===== config.mk =====
export PLATFORM = sky130hd
export DESIGN_NAME = sit_regs
export DESIGN_NICKNAME = d
export VERILOG_FILES = /design/src/sit_pkg.sv /design/src/sit_regs.sv
export SDC_FILE = /design/constraint.sdc
export NUM_CORES = 1
export LEC_CHECK = 0
export ABC_AREA = 1
export BUFFER_PORTS_ARGS = -buffer_cell sky130_fd_sc_hd__buf_4
export CAP_MARGIN = 30
export CORE_AREA = 2 2 117 119
export DETAILED_ROUTE_END_ITERATION = 6
export DIE_AREA = 0 0 119 121
export PLACE_DENSITY = 0.79
export SYNTH_ARGS = -nofsm -noshare
export SYNTH_HDL_FRONTEND = slang
export SYNTH_SLANG_ARGS = --single-unit

===== constraint.sdc =====
create_clock -name i_core_clk -period 1.7 [get_ports i_core_clk]
set_input_delay 0.255 -clock i_core_clk [delete_from_list [all_inputs] [get_ports i_core_clk]]
set_output_delay 0.255 -clock i_core_clk [all_outputs]
set_load 0.01 [all_outputs]

===== src/sit_pkg.sv =====
// Constants and carrier types for the serial/infrared status and timer banks.
package sit_pkg;

  // Clock and timer tick timing.
  localparam int unsigned CLK_PERIOD_NS = 10;
  localparam int unsigned TICK_PERIOD_NS = 125000;
  localparam int unsigned TICK_CYCLES = TICK_PERIOD_NS / CLK_PERIOD_NS;
  localparam int PRESC_W = 16;

  // Widths.
  localparam int APB_AW = 8;
  localparam int FILL_W = 6;
  localparam int TIMER_W = 12;
  localparam int TIMER_LO_W = 8;
  localparam int TIMER_HI_W = 4;
  localparam int FRAME_W = 13;
  localparam int FRAME_HI_W = 5;

  // Register indices within a bank; byte address is four times the index.
  localparam logic [2:0] IDX_TIMER_LOW = 3'h0;
  localparam logic [2:0] IDX_TIMER_HIGH = 3'h1;
  localparam logic [2:0] IDX_IR_CONTROL = 3'h2;
  localparam logic [2:0] IDX_LINE_BANK = 3'h3;
  localparam logic [2:0] IDX_TX_LEN_LOW = 3'h4;
  localparam logic [2:0] IDX_TX_LEN_HIGH = 3'h5;
  localparam logic [2:0] IDX_RX_LEN_LOW = 3'h6;
  localparam logic [2:0] IDX_RX_LEN_HIGH = 3'h7;
  localparam logic [2:0] IDX_FIFO_CONTROL = 3'h2;
  localparam logic [2:0] IDX_EXT_CONTROL = 3'h2;
  localparam logic [2:0] IDX_BANK2_RSVD = 3'h5;
  localparam logic [2:0] IDX_TX_FILL = 3'h6;
  localparam logic [2:0] IDX_RX_FILL = 3'h7;
  localparam logic [2:0] IDX_REVISION = 3'h0;
  localparam logic [2:0] IDX_LINE_SHADOW = 3'h1;
  localparam logic [2:0] IDX_FIFO_SHADOW = 3'h2;

  // Bank numbers and bank selector layout.
  localparam logic [2:0] BANK_0 = 3'h0;
  localparam logic [2:0] BANK_2 = 3'h2;
  localparam logic [2:0] BANK_3 = 3'h3;
  localparam logic [2:0] BANK_4 = 3'h4;
  localparam int BANK_SEL_BIT = 7;

  // Field positions.
  localparam int ICR_RUN_BIT = 0;
  localparam int ICR_TEST_BIT = 1;
  localparam int ICR_SEL_LSB = 2;
  localparam int ICR_W = 4;
  localparam int EXT_MODE_BIT = 0;

  // Reset values.
  localparam logic [7:0] BYTE_RST = 8'h00;
  localparam logic [FRAME_W-1:0] FRAME_LEN_RST = 13'h0800;

  // Interface selected by the legacy infrared select field.
  typedef enum logic [1:0] {
    SIT_IF_SERIAL = 2'h0,
    SIT_IF_RESERVED = 2'h1,
    SIT_IF_AMPLITUDE_IR = 2'h2,
    SIT_IF_SERIAL_IR = 2'h3
  } sit_if_mode_e;

  // APB request from the master.
  typedef struct packed {
    logic psel;
    logic penable;
    logic pwrite;
    logic [APB_AW-1:0] paddr;
    logic [31:0] pwdata;
  } sit_apb_req_s;

  // APB answer to the master.
  typedef struct packed {
    logic [31:0] prdata;
    logic pready;
    logic pslverr;
  } sit_apb_rsp_s;

  // Whole state of the register bank.
  typedef struct packed {
    sit_apb_rsp_s apb;
    logic [7:0] line_bank;
    logic [7:0] line_control;
    logic [7:0] fifo_control;
    logic [7:0] ext_control;
    logic [ICR_W-1:0] ir_control;
    sit_if_mode_e if_mode;
    logic [TIMER_W-1:0] reload;
    logic [TIMER_W-1:0] count;
    logic [TIMER_HI_W-1:0] high_latch;
    logic [PRESC_W-1:0] presc;
    logic expire;
    logic [FRAME_W-1:0] tx_len;
    logic [FRAME_W-1:0] rx_len;
  } sit_state_s;

  localparam sit_state_s SIT_STATE_RST = '{
    if_mode: SIT_IF_SERIAL,
    tx_len: FRAME_LEN_RST,
    rx_len: FRAME_LEN_RST,
    default: '0
  };

endpackage


===== src/sit_regs.sv =====
// Status, shadow and interval timer register banks behind an APB slave.
//
// Function
// - Bank 2 index 5 is reserved: zero after reset, reads zero.
// - Bank 2 index 6 returns transmit FIFO count in bits 5-0.
// - Bank 2 index 7 returns receive FIFO count in bits 5-0.
// - Bank 3 decodes revision, shadows and line/bank; 4-7 are reserved.
// - Revision register: module type upper nibble, revision lower nibble.
// - Line shadow returns line control, set by index 3 writes with bit 7 clear in any bank.
// - FIFO control shadow returns the write-only bank 0 FIFO control.
// - Bank 3 index 3 reaches the same line control and bank selector.
// - Bank 4 decodes timer, infrared control, line/bank, frame lengths.
// - Timer reload is 12 bits: low byte plus four high bits.
// - Down-counter decrements once per 125 us tick.
// - Writing the timer high byte loads the down-counter from reload.
// - Timer reads give live count, or reload when counter test is set.
// - Timer low read latches upper four count bits for the high read.
// - Infrared control one clears on reset; bits 7-4 read zero.
// - Infrared control bit 0 runs the timer; zero freezes the count.
// - Counter test makes reads return reload and programmed lengths.
// - Bits 3-2 pick serial or infrared mode outside extended mode.
// - Extended control bit 0 selects extended mode, overriding legacy.
//
// Register access over APB was left to the implementer.
module sit_regs
  import sit_pkg::*;
#(
  parameter logic [3:0] MODULE_TYPE = 4'h5, // Arbitrary value.
  parameter logic [3:0] REVISION = 4'h1, // Arbitrary value.
  parameter int unsigned TICK_COUNT = TICK_CYCLES
) (
  // Clock and reset.
  input wire logic i_core_clk,
  input wire logic i_rst,
  // APB slave.
  input wire sit_apb_req_s i_apb,
  output sit_apb_rsp_s o_apb,
  // Live levels and counts from the FIFO and frame logic.
  input wire logic [FILL_W-1:0] i_tx_fill_count,
  input wire logic [FILL_W-1:0] i_rx_fill_count,
  input wire logic [FRAME_W-1:0] i_tx_frame_count,
  input wire logic [FRAME_W-1:0] i_rx_frame_count,
  // Control values for the rest of the module.
  output logic [7:0] o_line_control,
  output logic [7:0] o_fifo_control,
  output logic o_extended_mode,
  output sit_if_mode_e o_legacy_infrared_select,
  output logic [FRAME_W-1:0] o_tx_frame_length,
  output logic [FRAME_W-1:0] o_rx_frame_max_length,
  // Interval timer.
  output logic o_timer_expired,
  output logic [TIMER_W-1:0] o_timer_count
);

  // The prescaler wraps after TICK_COUNT clocks; at 100 MHz the default
  // gives one 125 us tick, so a full 4095 reload lasts about half a second.
  // A small TICK_COUNT is only meant for simulation of the timer path.
  localparam logic [PRESC_W-1:0] PRESC_LAST = PRESC_W'(TICK_COUNT - 1);
  localparam logic [TIMER_W-1:0] COUNT_ONE = 12'h001;

  // All state lives in one packed struct: st_r is the register and st_nxt
  // its next value, filled by the single combinational process below.
  sit_state_s st_r;
  sit_state_s st_nxt;

  // Current bank from the bank selector. A byte without the select bit set
  // is a plain line control value, so the bus falls back to bank 0 then.
  // Only the low three bits name the bank; banks 1 and 5 to 7 read zero except at index 3.
  function automatic logic [2:0] cur_bank(input logic [7:0] line_bank);
    if (line_bank[BANK_SEL_BIT]) begin
      cur_bank = line_bank[2:0];
    end else begin
      cur_bank = BANK_0;
    end
  endfunction

  // Upper five bits of a frame length or count, zero padded to a byte.
  function automatic logic [7:0] frame_hi(input logic [FRAME_W-1:0] v);
    frame_hi = {3'h0, v[12:8]};
  endfunction

  // Pick between live value and programmed value by the counter test bit.
  // Live counts are read unfrozen; software must take care of tearing.
  function automatic logic [7:0] test_mux(input logic test,
                                           input logic [7:0] live,
                                           input logic [7:0] prog);
    test_mux = test ? prog : live;
  endfunction

  // Read value of one register; reserved locations read zero.
  // Index 3 is shared by every bank and reaches the line/bank selector.
  // Levels are not frozen during the read, so a level that moves while it
  // is sampled can come back torn; software reads it three times.
  function automatic logic [7:0] read_byte(
    input sit_state_s st,
    input logic [2:0] bank,
    input logic [2:0] idx,
    input logic [FILL_W-1:0] tx_fill,
    input logic [FILL_W-1:0] rx_fill,
    input logic [FRAME_W-1:0] tx_cnt,
    input logic [FRAME_W-1:0] rx_cnt
  );
    logic test;
    test = st.ir_control[ICR_TEST_BIT];
    read_byte = BYTE_RST;
    if (idx == IDX_LINE_BANK) begin
      read_byte = st.line_bank;
    end else begin
      unique case (bank)
        BANK_2: begin
          if (idx == IDX_TX_FILL) begin
            read_byte = {2'h0, tx_fill};
          end else if (idx == IDX_RX_FILL) begin
            read_byte = {2'h0, rx_fill};
          end else if (idx == IDX_EXT_CONTROL) begin
            read_byte = st.ext_control;
          end
        end
        BANK_3: begin
          if (idx == IDX_REVISION) begin
            read_byte = {MODULE_TYPE, REVISION};
          end else if (idx == IDX_LINE_SHADOW) begin
            read_byte = st.line_control;
          end else if (idx == IDX_FIFO_SHADOW) begin
            read_byte = st.fifo_control;
          end
        end
        BANK_4: begin
          unique case (idx)
            IDX_TIMER_LOW: begin
              read_byte = test_mux(test, st.count[7:0],
                                   st.reload[7:0]);
            end
            IDX_TIMER_HIGH: begin
              read_byte = test_mux(test, {4'h0, st.high_latch},
                                   {4'h0, st.reload[11:8]});
            end
            IDX_IR_CONTROL: begin
              read_byte = {4'h0, st.ir_control};
            end
            IDX_TX_LEN_LOW: begin
              read_byte = test_mux(test, tx_cnt[7:0], st.tx_len[7:0]);
            end
            IDX_TX_LEN_HIGH: begin
              read_byte = test_mux(test, frame_hi(tx_cnt),
                                   frame_hi(st.tx_len));
            end
            IDX_RX_LEN_LOW: begin
              read_byte = test_mux(test, rx_cnt[7:0], st.rx_len[7:0]);
            end
            IDX_RX_LEN_HIGH: begin
              read_byte = test_mux(test, frame_hi(rx_cnt),
                                   frame_hi(st.rx_len));
            end
            default: begin
              read_byte = BYTE_RST;
            end
          endcase
        end
        default: begin
          read_byte = BYTE_RST;
        end
      endcase
    end
  endfunction

  // Next state: bus answer, register writes, read side effects and timer.
  always_comb begin
    logic access;
    logic first;
    logic done;
    logic bad;
    logic tick;
    logic [2:0] idx;
    logic [2:0] bank;
    logic [7:0] wbyte;
    access = 1'b0;
    first = 1'b0;
    done = 1'b0;
    bad = 1'b0;
    tick = 1'b0;
    idx = 3'h0;
    bank = 3'h0;
    wbyte = 8'h00;
    st_nxt = st_r;
    st_nxt.expire = 1'b0;

    // Decode the request: the first access cycle forms the answer, the
    // second completes it. Addresses above index 7 are refused.
    access = i_apb.psel & i_apb.penable;
    first = access & ~st_r.apb.pready;
    done = access & st_r.apb.pready;
    idx = i_apb.paddr[4:2];
    bad = |i_apb.paddr[APB_AW-1:5];
    bank = cur_bank(st_r.line_bank);
    wbyte = i_apb.pwdata[7:0];

    // One wait state: the answer and its data are formed in the first access
    // cycle so that every bus output comes from a flip-flop.
    // A refused address still answers, with pslverr and zero data.
    st_nxt.apb.pready = first;
    if (first) begin
      st_nxt.apb.pslverr = bad;
      if (bad || i_apb.pwrite) begin
        st_nxt.apb.prdata = 32'h0000_0000;
      end else begin
        st_nxt.apb.prdata = {24'h00_0000, read_byte(st_r, bank, idx,
          i_tx_fill_count, i_rx_fill_count,
          i_tx_frame_count, i_rx_frame_count)};
      end
    end else if (!access) begin
      st_nxt.apb.pslverr = 1'b0;
    end

    // Interval timer prescaler and down-counter.
    // The prescaler only runs while the timer is enabled, so a stopped timer
    // resumes with a partial tick. A count of zero (never programmed after
    // reset) takes the reload on the first tick and signals expiry.
    if (st_r.ir_control[ICR_RUN_BIT]) begin
      if (st_r.presc >= PRESC_LAST) begin
        st_nxt.presc = '0;
        tick = 1'b1;
      end else begin
        st_nxt.presc = st_r.presc + 1'b1;
      end
    end
    if (tick) begin
      if (st_r.count <= COUNT_ONE) begin
        st_nxt.count = st_r.reload;
        st_nxt.expire = 1'b1;
      end else begin
        st_nxt.count = st_r.count - COUNT_ONE;
      end
    end

    // The high nibble is caught in the same cycle the low byte is sampled,
    // so the pair read back is one coherent counter value.
    // A high read without a low read first returns an old nibble.
    if (first && !bad && !i_apb.pwrite && bank == BANK_4 &&
        idx == IDX_TIMER_LOW) begin
      st_nxt.high_latch = st_r.count[11:8];
    end

    // Writes take effect at the completing edge only.
    // Writes to reserved locations are dropped without an error, as are
    // the reserved upper bits of the timer high byte and of control one.
    // Frame length halves are independent; software writes low first.
    if (done && !bad && i_apb.pwrite) begin
      if (idx == IDX_LINE_BANK) begin
        st_nxt.line_bank = wbyte;
        if (!wbyte[BANK_SEL_BIT]) begin
          st_nxt.line_control = wbyte;
        end
      end else begin
        unique case (bank)
          BANK_0: begin
            if (idx == IDX_FIFO_CONTROL) begin
              st_nxt.fifo_control = wbyte;
            end
          end
          BANK_2: begin
            if (idx == IDX_EXT_CONTROL) begin
              st_nxt.ext_control = wbyte;
            end
          end
          BANK_4: begin
            unique case (idx)
              IDX_TIMER_LOW: begin
                st_nxt.reload[7:0] = wbyte;
              end
              IDX_TIMER_HIGH: begin
                st_nxt.reload[11:8] = wbyte[3:0];
                st_nxt.count = {wbyte[3:0], st_r.reload[7:0]};
                st_nxt.presc = '0;
              end
              IDX_IR_CONTROL: begin
                st_nxt.ir_control = wbyte[3:0];
              end
              IDX_TX_LEN_LOW: begin
                st_nxt.tx_len[7:0] = wbyte;
              end
              IDX_TX_LEN_HIGH: begin
                st_nxt.tx_len[12:8] = wbyte[4:0];
              end
              IDX_RX_LEN_LOW: begin
                st_nxt.rx_len[7:0] = wbyte;
              end
              IDX_RX_LEN_HIGH: begin
                st_nxt.rx_len[12:8] = wbyte[4:0];
              end
              default: begin
                st_nxt.line_bank = st_r.line_bank;
              end
            endcase
          end
          default: begin
            // Banks 1, 3 and 5 to 7, where no location is writable.
            st_nxt.line_bank = st_r.line_bank;
          end
        endcase
      end
    end

    // Legacy select acts only while extended mode is off.
    // Reserved code 01 is passed on as is; the line logic decides.
    if (st_nxt.ext_control[EXT_MODE_BIT]) begin
      st_nxt.if_mode = SIT_IF_SERIAL;
    end else begin
      st_nxt.if_mode = sit_if_mode_e'(
        st_nxt.ir_control[ICR_SEL_LSB +: 2]);
    end

    // Synchronous reset overrides everything else. The timer reload and
    // count are cleared although software must not rely on their value.
    if (i_rst) begin
      st_nxt = SIT_STATE_RST;
    end
  end

  // Single state register; reset is folded in above, so it is synchronous.
  // No clock enable: every field is rewritten on every edge.
  always_ff @(posedge i_core_clk) begin
    st_r <= st_nxt;
  end

  // Outputs come straight from state fields.
  // The bus answer is registered, which costs the one wait state.
  // Control outputs change only at the completing edge of a write.
  assign o_apb = st_r.apb;
  assign o_line_control = st_r.line_control;
  assign o_fifo_control = st_r.fifo_control;
  assign o_extended_mode = st_r.ext_control[EXT_MODE_BIT];
  assign o_legacy_infrared_select = st_r.if_mode;
  assign o_tx_frame_length = st_r.tx_len;
  assign o_rx_frame_max_length = st_r.rx_len;
  assign o_timer_expired = st_r.expire;
  assign o_timer_count = st_r.count;

endmodule


==> metrics.cfg, run 1 <==
[route]
wl_um=20600
routed-wl-met3_um=1470
postRouteAntennaNets=0
drtPass1Iterations=6
m1WireLength_um=8940
wl_per_cell_um=15.0
dr_wl_met2_um=9630
top_layer=met4
drtIter0Drc=571
num_vias=7133
vias_per_cell=5.21
drc=0

[clock_tree]
cts_tree=built
clkSinkCount=118
cts-buffers-inserted=17
clock_latency_ns=0.43
clockBufferDepth=2
h-tree-depth=4
postCtsHoldBufs=0
clk_pin_slew_ns=0.06
cts-root-buf=clkbuf_16

[sta]
fin_ws_ns=0.0744
timing.setup.tns_ns=0
fin_crit_sh_pct=95.6
clock_skew_ns=0.00687
worst_pin_slew_ns=0.588
hold_viol=0
finalMaxSlewViolations=0
fmax_mhz=615
setup_viol=0
timing.slew.headroom_pct=60.8
rsz0062_at_grt=yes
period_minus_slack_ns=1.63

[floorplanning]
start_util_pct=52.9
core-area_um2=13100
io_pins=175
die_y_um=121
die_x_um=119
rows=42
die_area_um2=14400

[cells_and_area]
multiInputGateArea_um2=3590
nets=1266
seq_area_um2=2370
final_layout_size_suffix_gt1_share_pct=24.0
antennaDiodeCount=0
stdcell_area_um2=8640
syn_to_final_growth_pct=24.9
n_fill_cell=1174

[worst_setup_path]
start_kind=register
rr_worst_depth=11
cp.required_ns=2.06
r2r_end=o_timer_count[4]$_SDFF_PP0_
critical_path.max_fanout=9
crit_type=register to register
arrival_ns=1.99
rr_startpoint=o_timer_count[1]$_SDFF_PP0_
endpoint_kind=register
r2r_slack_ns=0.07

[worst_hold_path]
min_to=st_r[105]$_SDFFE_PP0P_
hold_path_class=primary input to register
worstHoldPathCells=3
hp-start=i_apb[4]

[power_and_ir_drop]
peakVddDrop_v=0.000724
power_density_nw_per_um2=754
power.leakage_nw=4.13

[placement]
gp_congestion=0.980
post_dp_cell_area_um2=7930
hpwl_um=14900
pre_cts_ws_ns=-0.152
port_buffers=123

[logic_synthesis]
synth_top_cells_by_area=dfxtp_1 34%, nand2_1 18%, buf_4 11%
yosysSeqAreaShare_pct=34.2
synth_area_um2=6920
synth-seq-cells=118
synth_area_leader_cell=dfxtp_1
synth_top_area_share_pct=34.2
synthArstFlopShare_pct=0
yosysWarnings=0
synth_commonest_cells=330 x nand2_1, 127 x nor2_1, 118 x dfxtp_1
ys_types=38
synth_edf_count=0
yosys.cell_count.top_type=nand2_1
syn_inst=1064
syn_avg_cell_area_um2=6.50
synth_ff_type=dfxtp_1

[global_route]
antenna_found_initial=0
grt_max_degree=52
grt_first_pass_wirelength_um=31800
grt_overflow_total=0
grt_pass1_vias=6330
grt_usage_pct=28.1

[run]
drv_cap=0

[status]
status=finished clean

==> how the worst max path moves through the flow <==
stage | from | end | cells after the start
after floorplan | o_timer_count[0]$_SDFF_PP0_ | o_timer_count[7]$_SDFF_PP0_ | 10
after global placement | i_apb[34] | o_legacy_infrared_select[0]$_SDFF_PP0_ | 10
after detailed placement | i_apb[34] | o_legacy_infrared_select[0]$_SDFF_PP0_ | 11
after CTS | o_timer_count[0]$_SDFF_PP0_ | o_timer_count[4]$_SDFF_PP0_ | 11
after global routing | st_r[27]$_SDFF_PP0_ | st_r[39]$_SDFF_PP0_ | 11
final | o_timer_count[1]$_SDFF_PP0_ | o_timer_count[4]$_SDFF_PP0_ | 11
==> cell type report <==
| class | instances | share of cell area, % |
|---|---|---|
| multi-input cells | 765 | 41.5 |
| flip-flops and latches | 118 | 27.4 |
| clock buffers | 18 | 5.08 |
| well taps | 176 | 2.55 |
| repair buffers | 201 | 18.8 |
| clock inverters | 14 | 1.22 |
| inverters | 77 | 3.35 |
==> registers in the layout (all words and copies together), names as in the netlist <==
register / count
o_apb: 10
o_extended_mode: 1
o_fifo_control: 8
o_legacy_infrared_select: 2
o_line_control: 7
o_rx_frame_max_length: 13
o_timer_count: 12
o_timer_expired: 1
o_tx_frame_length: 13
st_r: 51
==> cell usage in the layout (no fill, tap or decap), drive strengths merged, types with 3 or more instances in the layout <==
cell type / count
clkinv: 6
nand2: 332
ha: 3
nor2: 136
nor3b: 3
conb: 25
a211oi: 35
or2: 3
o21ai: 67
clkinvlp: 8
inv: 77
a21oi: 81
nor3: 14
xor2: 3
nand3: 48
clkbuf: 19
dfxtp: 118
buf: 200
==> power breakdown <==
group	total, mW	internal [mW]	switching (mW)
sequential	2.77	2.77	0.00196
combinational	0.460	0.183	0.277
clock	3.28	1.90	1.38
total	6.51	4.85	1.66
==> critical path: stages (launching register included) <==
cell and delay (ns):
dfxtp_1 0.31, inv_2 0.08, ha_2 0.19, nor2_1 0.05, nor2_1 0.17, nand2_1 0.14
buf_6 0.16, o21ai_0 0.10, o21ai_1 0.10, nand2_1 0.08, nand2_1 0.06, a21oi_2 0.12
==> routing by layer <==
layer	vias to the layer above	track usage [%]
met5	-	0
met4	0	11.8
met3	53	5.17
met2	297	45.9
met1	3226	36.4
li1	3557	-
==> stage by stage <==
stage          hold slack [ns]  power [mW]  std cells  util, %
5_1_grt                  0.124        6.70       1369     66.0
3_5_place_dp             0.442        3.27       1335     60.6
6_report                 0.117        6.51       1369     66.0
4_1_cts                  0.105        6.51       1367     64.7
3_3_place_gp             0.437        3.26       1334     60.5
2_1_floorplan            0.368        3.08       1088        -
==> cells by family (layout without fill, tap and decap cells) <==
family | count (synthesis) | count (layout) | share of synthesized area, %
muxes | 2 | 2 | 0.289
other | 1 | 25 | 0.0542
DFF | 118 | 118 | 34.2
xor gates and xnor gates | 5 | 5 | 0.633
and+or+nand+nor | 539 | 539 | 32.2
buffers and inverters | 205 | 310 | 16.6
AOI/OAI and AO/OA | 191 | 191 | 15.5
adders and majority gates | 3 | 3 | 0.543
==> what timing repair did <==
item | CTS | global route
buffers inserted | 0 | 1
cloned | 0 | 1
pin swaps | 1 | 6
endpoints found under the hold margin | 0 | 0
resized for setup | 1 | 38
endpoints found under the setup margin | 1 | 65
(Power assumes the default switching activity.)
==> run 2, diff against run 1 <==
BUFFER_PORTS_ARGS = -buffer_cell sky130_fd_sc_hd__clkbuf_2   (was -buffer_cell sky130_fd_sc_hd__buf_4)
==> metrics.cfg, run 2 (synthesized netlist as in run 1, its figures left out) <==
[worst_hold_path]
hold_path_class=primary input to register  ; unchanged

[placement]
gp_congestion=0.985  ; was 0.980
port_buffers=123  ; unchanged
dpl.cell_count=1325  ; was 1335
hpwl_um=14400  ; was 14900 um

[route]
wl_um=21000  ; was 20600 um
drc=0  ; unchanged
postRouteAntennaNets=0  ; unchanged
wl_per_cell_um=15.4  ; was 15.0 um
drtIter0Drc=660  ; was 571
num_vias=7282  ; was 7133
drtPass1Iterations=5  ; was 6
vias_per_cell=5.33  ; was 5.21

[cells_and_area]
seq_area_um2=2370  ; unchanged
final_layout_size_suffix_gt1_share_pct=24.0  ; about the same
nets=1263  ; was 1266
n_fill_cell=1181  ; was 1174
antennaDiodeCount=0  ; unchanged
regMostFlops=st_r  ; unchanged
stdcell_count=1366  ; was 1369
largest_register_ffs=51  ; unchanged
final_common_cell=nand2_1  ; unchanged
multiInputGateArea_um2=3620  ; was 3590 um2
syn_to_final_growth_pct=22.6  ; was 24.9%
layout_common_cells=323 x nand2_1, 123 x clkbuf_2, 120 x nor2_1  ; was 323 x nand2_1, 187 x buf_4, 122 x nor2_1

[global_route]
grt_most_used_layer=met2  ; unchanged
antenna_found_initial=0  ; unchanged
grt_first_pass_wirelength_um=31900  ; was 31800 um
use_met2_pct=45.4  ; was 45.9%
grt_overflow_total=0  ; unchanged
grt_pass1_vias=6594  ; was 6330
use_met3_pct=5.92  ; was 5.17%
grtUsageMet1_pct=35.6  ; was 36.4%
grt_max_degree=51  ; was 52
grt_usage_pct=28.0  ; was 28.1%

[floorplanning]
die_area_um2=14400  ; unchanged
rows=42  ; unchanged
die_x_um=119  ; unchanged
start_util_pct=52.9  ; unchanged
io_pins=175  ; unchanged
core-area_um2=13100  ; unchanged
die_y_um=121  ; unchanged

[sta]
timing.slew.headroom_pct=59.4  ; was 60.8%
hold_viol=0  ; unchanged
fmax_mhz=598  ; was 615 MHz
fin_crit_sh_pct=98.4  ; was 95.6%
period_minus_slack_ns=1.67  ; was 1.63 ns
clock_skew_ns=0.00744  ; was 0.00687 ns
finalMaxSlewViolations=0  ; unchanged
worst_pin_slew_ns=0.608  ; was 0.588 ns
setup_viol=0  ; unchanged

[worst_setup_path]
crit_path_end=o_timer_count[11]$_SDFF_PP0_  ; was o_timer_count[4]$_SDFF_PP0_
critical_path.max_fanout=5  ; was 9
rr_worst_depth=10  ; was 11
rr_startpoint=st_r[102]$_SDFFE_PP0P_  ; was o_timer_count[1]$_SDFF_PP0_
arrival_ns=2.02  ; was 1.99 ns
crit_path_start=st_r[102]$_SDFFE_PP0P_  ; was o_timer_count[1]$_SDFF_PP0_
start_kind=register  ; unchanged
crit_type=register to register  ; unchanged
cp.required_ns=2.05  ; was 2.06 ns
r2r_slack_ns=0.03  ; was 0.07 ns
endpoint_kind=register  ; unchanged
r2r_end=o_timer_count[11]$_SDFF_PP0_  ; was o_timer_count[4]$_SDFF_PP0_

[clock_tree]
cts-buffers-inserted=17  ; unchanged
clk_pin_slew_ns=0.05  ; was 0.06 ns
cts-root-buf=clkbuf_16  ; unchanged
h-tree-depth=4  ; unchanged
clkSinkCount=118  ; unchanged
clock_latency_ns=0.42  ; was 0.43 ns
clockBufferDepth=2  ; unchanged
cts_tree=built  ; unchanged

[power_and_ir_drop]
power.leakage_nw=4.14  ; was 4.13 nW
peakVddDrop_v=0.000657  ; was 0.000724 V
power_density_nw_per_um2=841  ; was 754 nW/um2
power_mw=7.13  ; was 6.51 mW

[status]
status=finished clean  ; unchanged

[run]
drv_cap=0  ; unchanged

==> run 2: metrics by stage <==
step                      setup TNS, ns  hold slack, ns  setup WS [ns]  utilization [%]  cell area, um2
final                                 0          0.0622         0.0276             64.8            8480
after global routing             -0.332          0.0713        -0.0636             64.8            8480
after CTS                             0          0.0632        0.00531             62.7            8200
after detailed placement        -0.0201           0.444        -0.0120             57.7            7550
after global placement                0           0.436         0.0282             57.7            7550
after floorplan                       0           0.368          0.104                -            7010
==> run 2: metal layers <==
metal	vias up	wire, um
met5	-	0
met4	0	727
met3	62	1880
met2	373	9700
met1	3306	8670
li1	3541	-
==> run 2: final cells by class <==
cell class / instances / area share [%]
sequential: 118 / 27.9
multi-input combinational: 765 / 42.7
clock inverter: 11 / 2.02
tap: 176 / 2.60
inverter: 77 / 3.44
clock buffer: 21 / 5.66
timing repair buffer: 198 / 15.7
==> run 2: timing repair <==
action                                 CTS  global route
setup endpoints to repair                0            53
endpoints found under the hold margin    0             0
buffers inserted                         0             7
hold buffers                             0             0
resized for setup                        0            45
==> run 2: where the power goes <==
group / leakage (nW) / internal [mW] / switching, mW
clock network: 0.304 / 2.61 / 1.34
registers: 0.952 / 2.77 / 0.00229
logic: 2.88 / 0.141 / 0.275
==> run 2: worst min path at each step <==
stage	from	end	slack, ns	depth (start not counted)
after global routing	i_rst	o_apb[1]$_SDFF_PP0_	0.07	2
after detailed placement	st_r[42]$_SDFF_PP0_	st_r[42]$_SDFF_PP0_	0.44	2
after global placement	st_r[42]$_SDFF_PP0_	st_r[42]$_SDFF_PP0_	0.44	2
after floorplan	i_apb[3]	o_rx_frame_max_length[11]$_SDFFE_PP1P_	0.37	2
final	i_rst	o_apb[1]$_SDFF_PP0_	0.06	2
after CTS	i_rst	o_apb[1]$_SDFF_PP0_	0.06	2
==> run 2: worst max-delay path, cell delays in order (launching register included) <==
cell,delay [ns]
dfxtp_2,0.34
nor2_4,0.12
nand3_2,0.12
inv_4,0.12
buf_12,0.10
nand3_4,0.13
nor3_4,0.30
inv_2,0.14
nand2_1,0.11
nor2_1,0.06
nor2_1,0.08
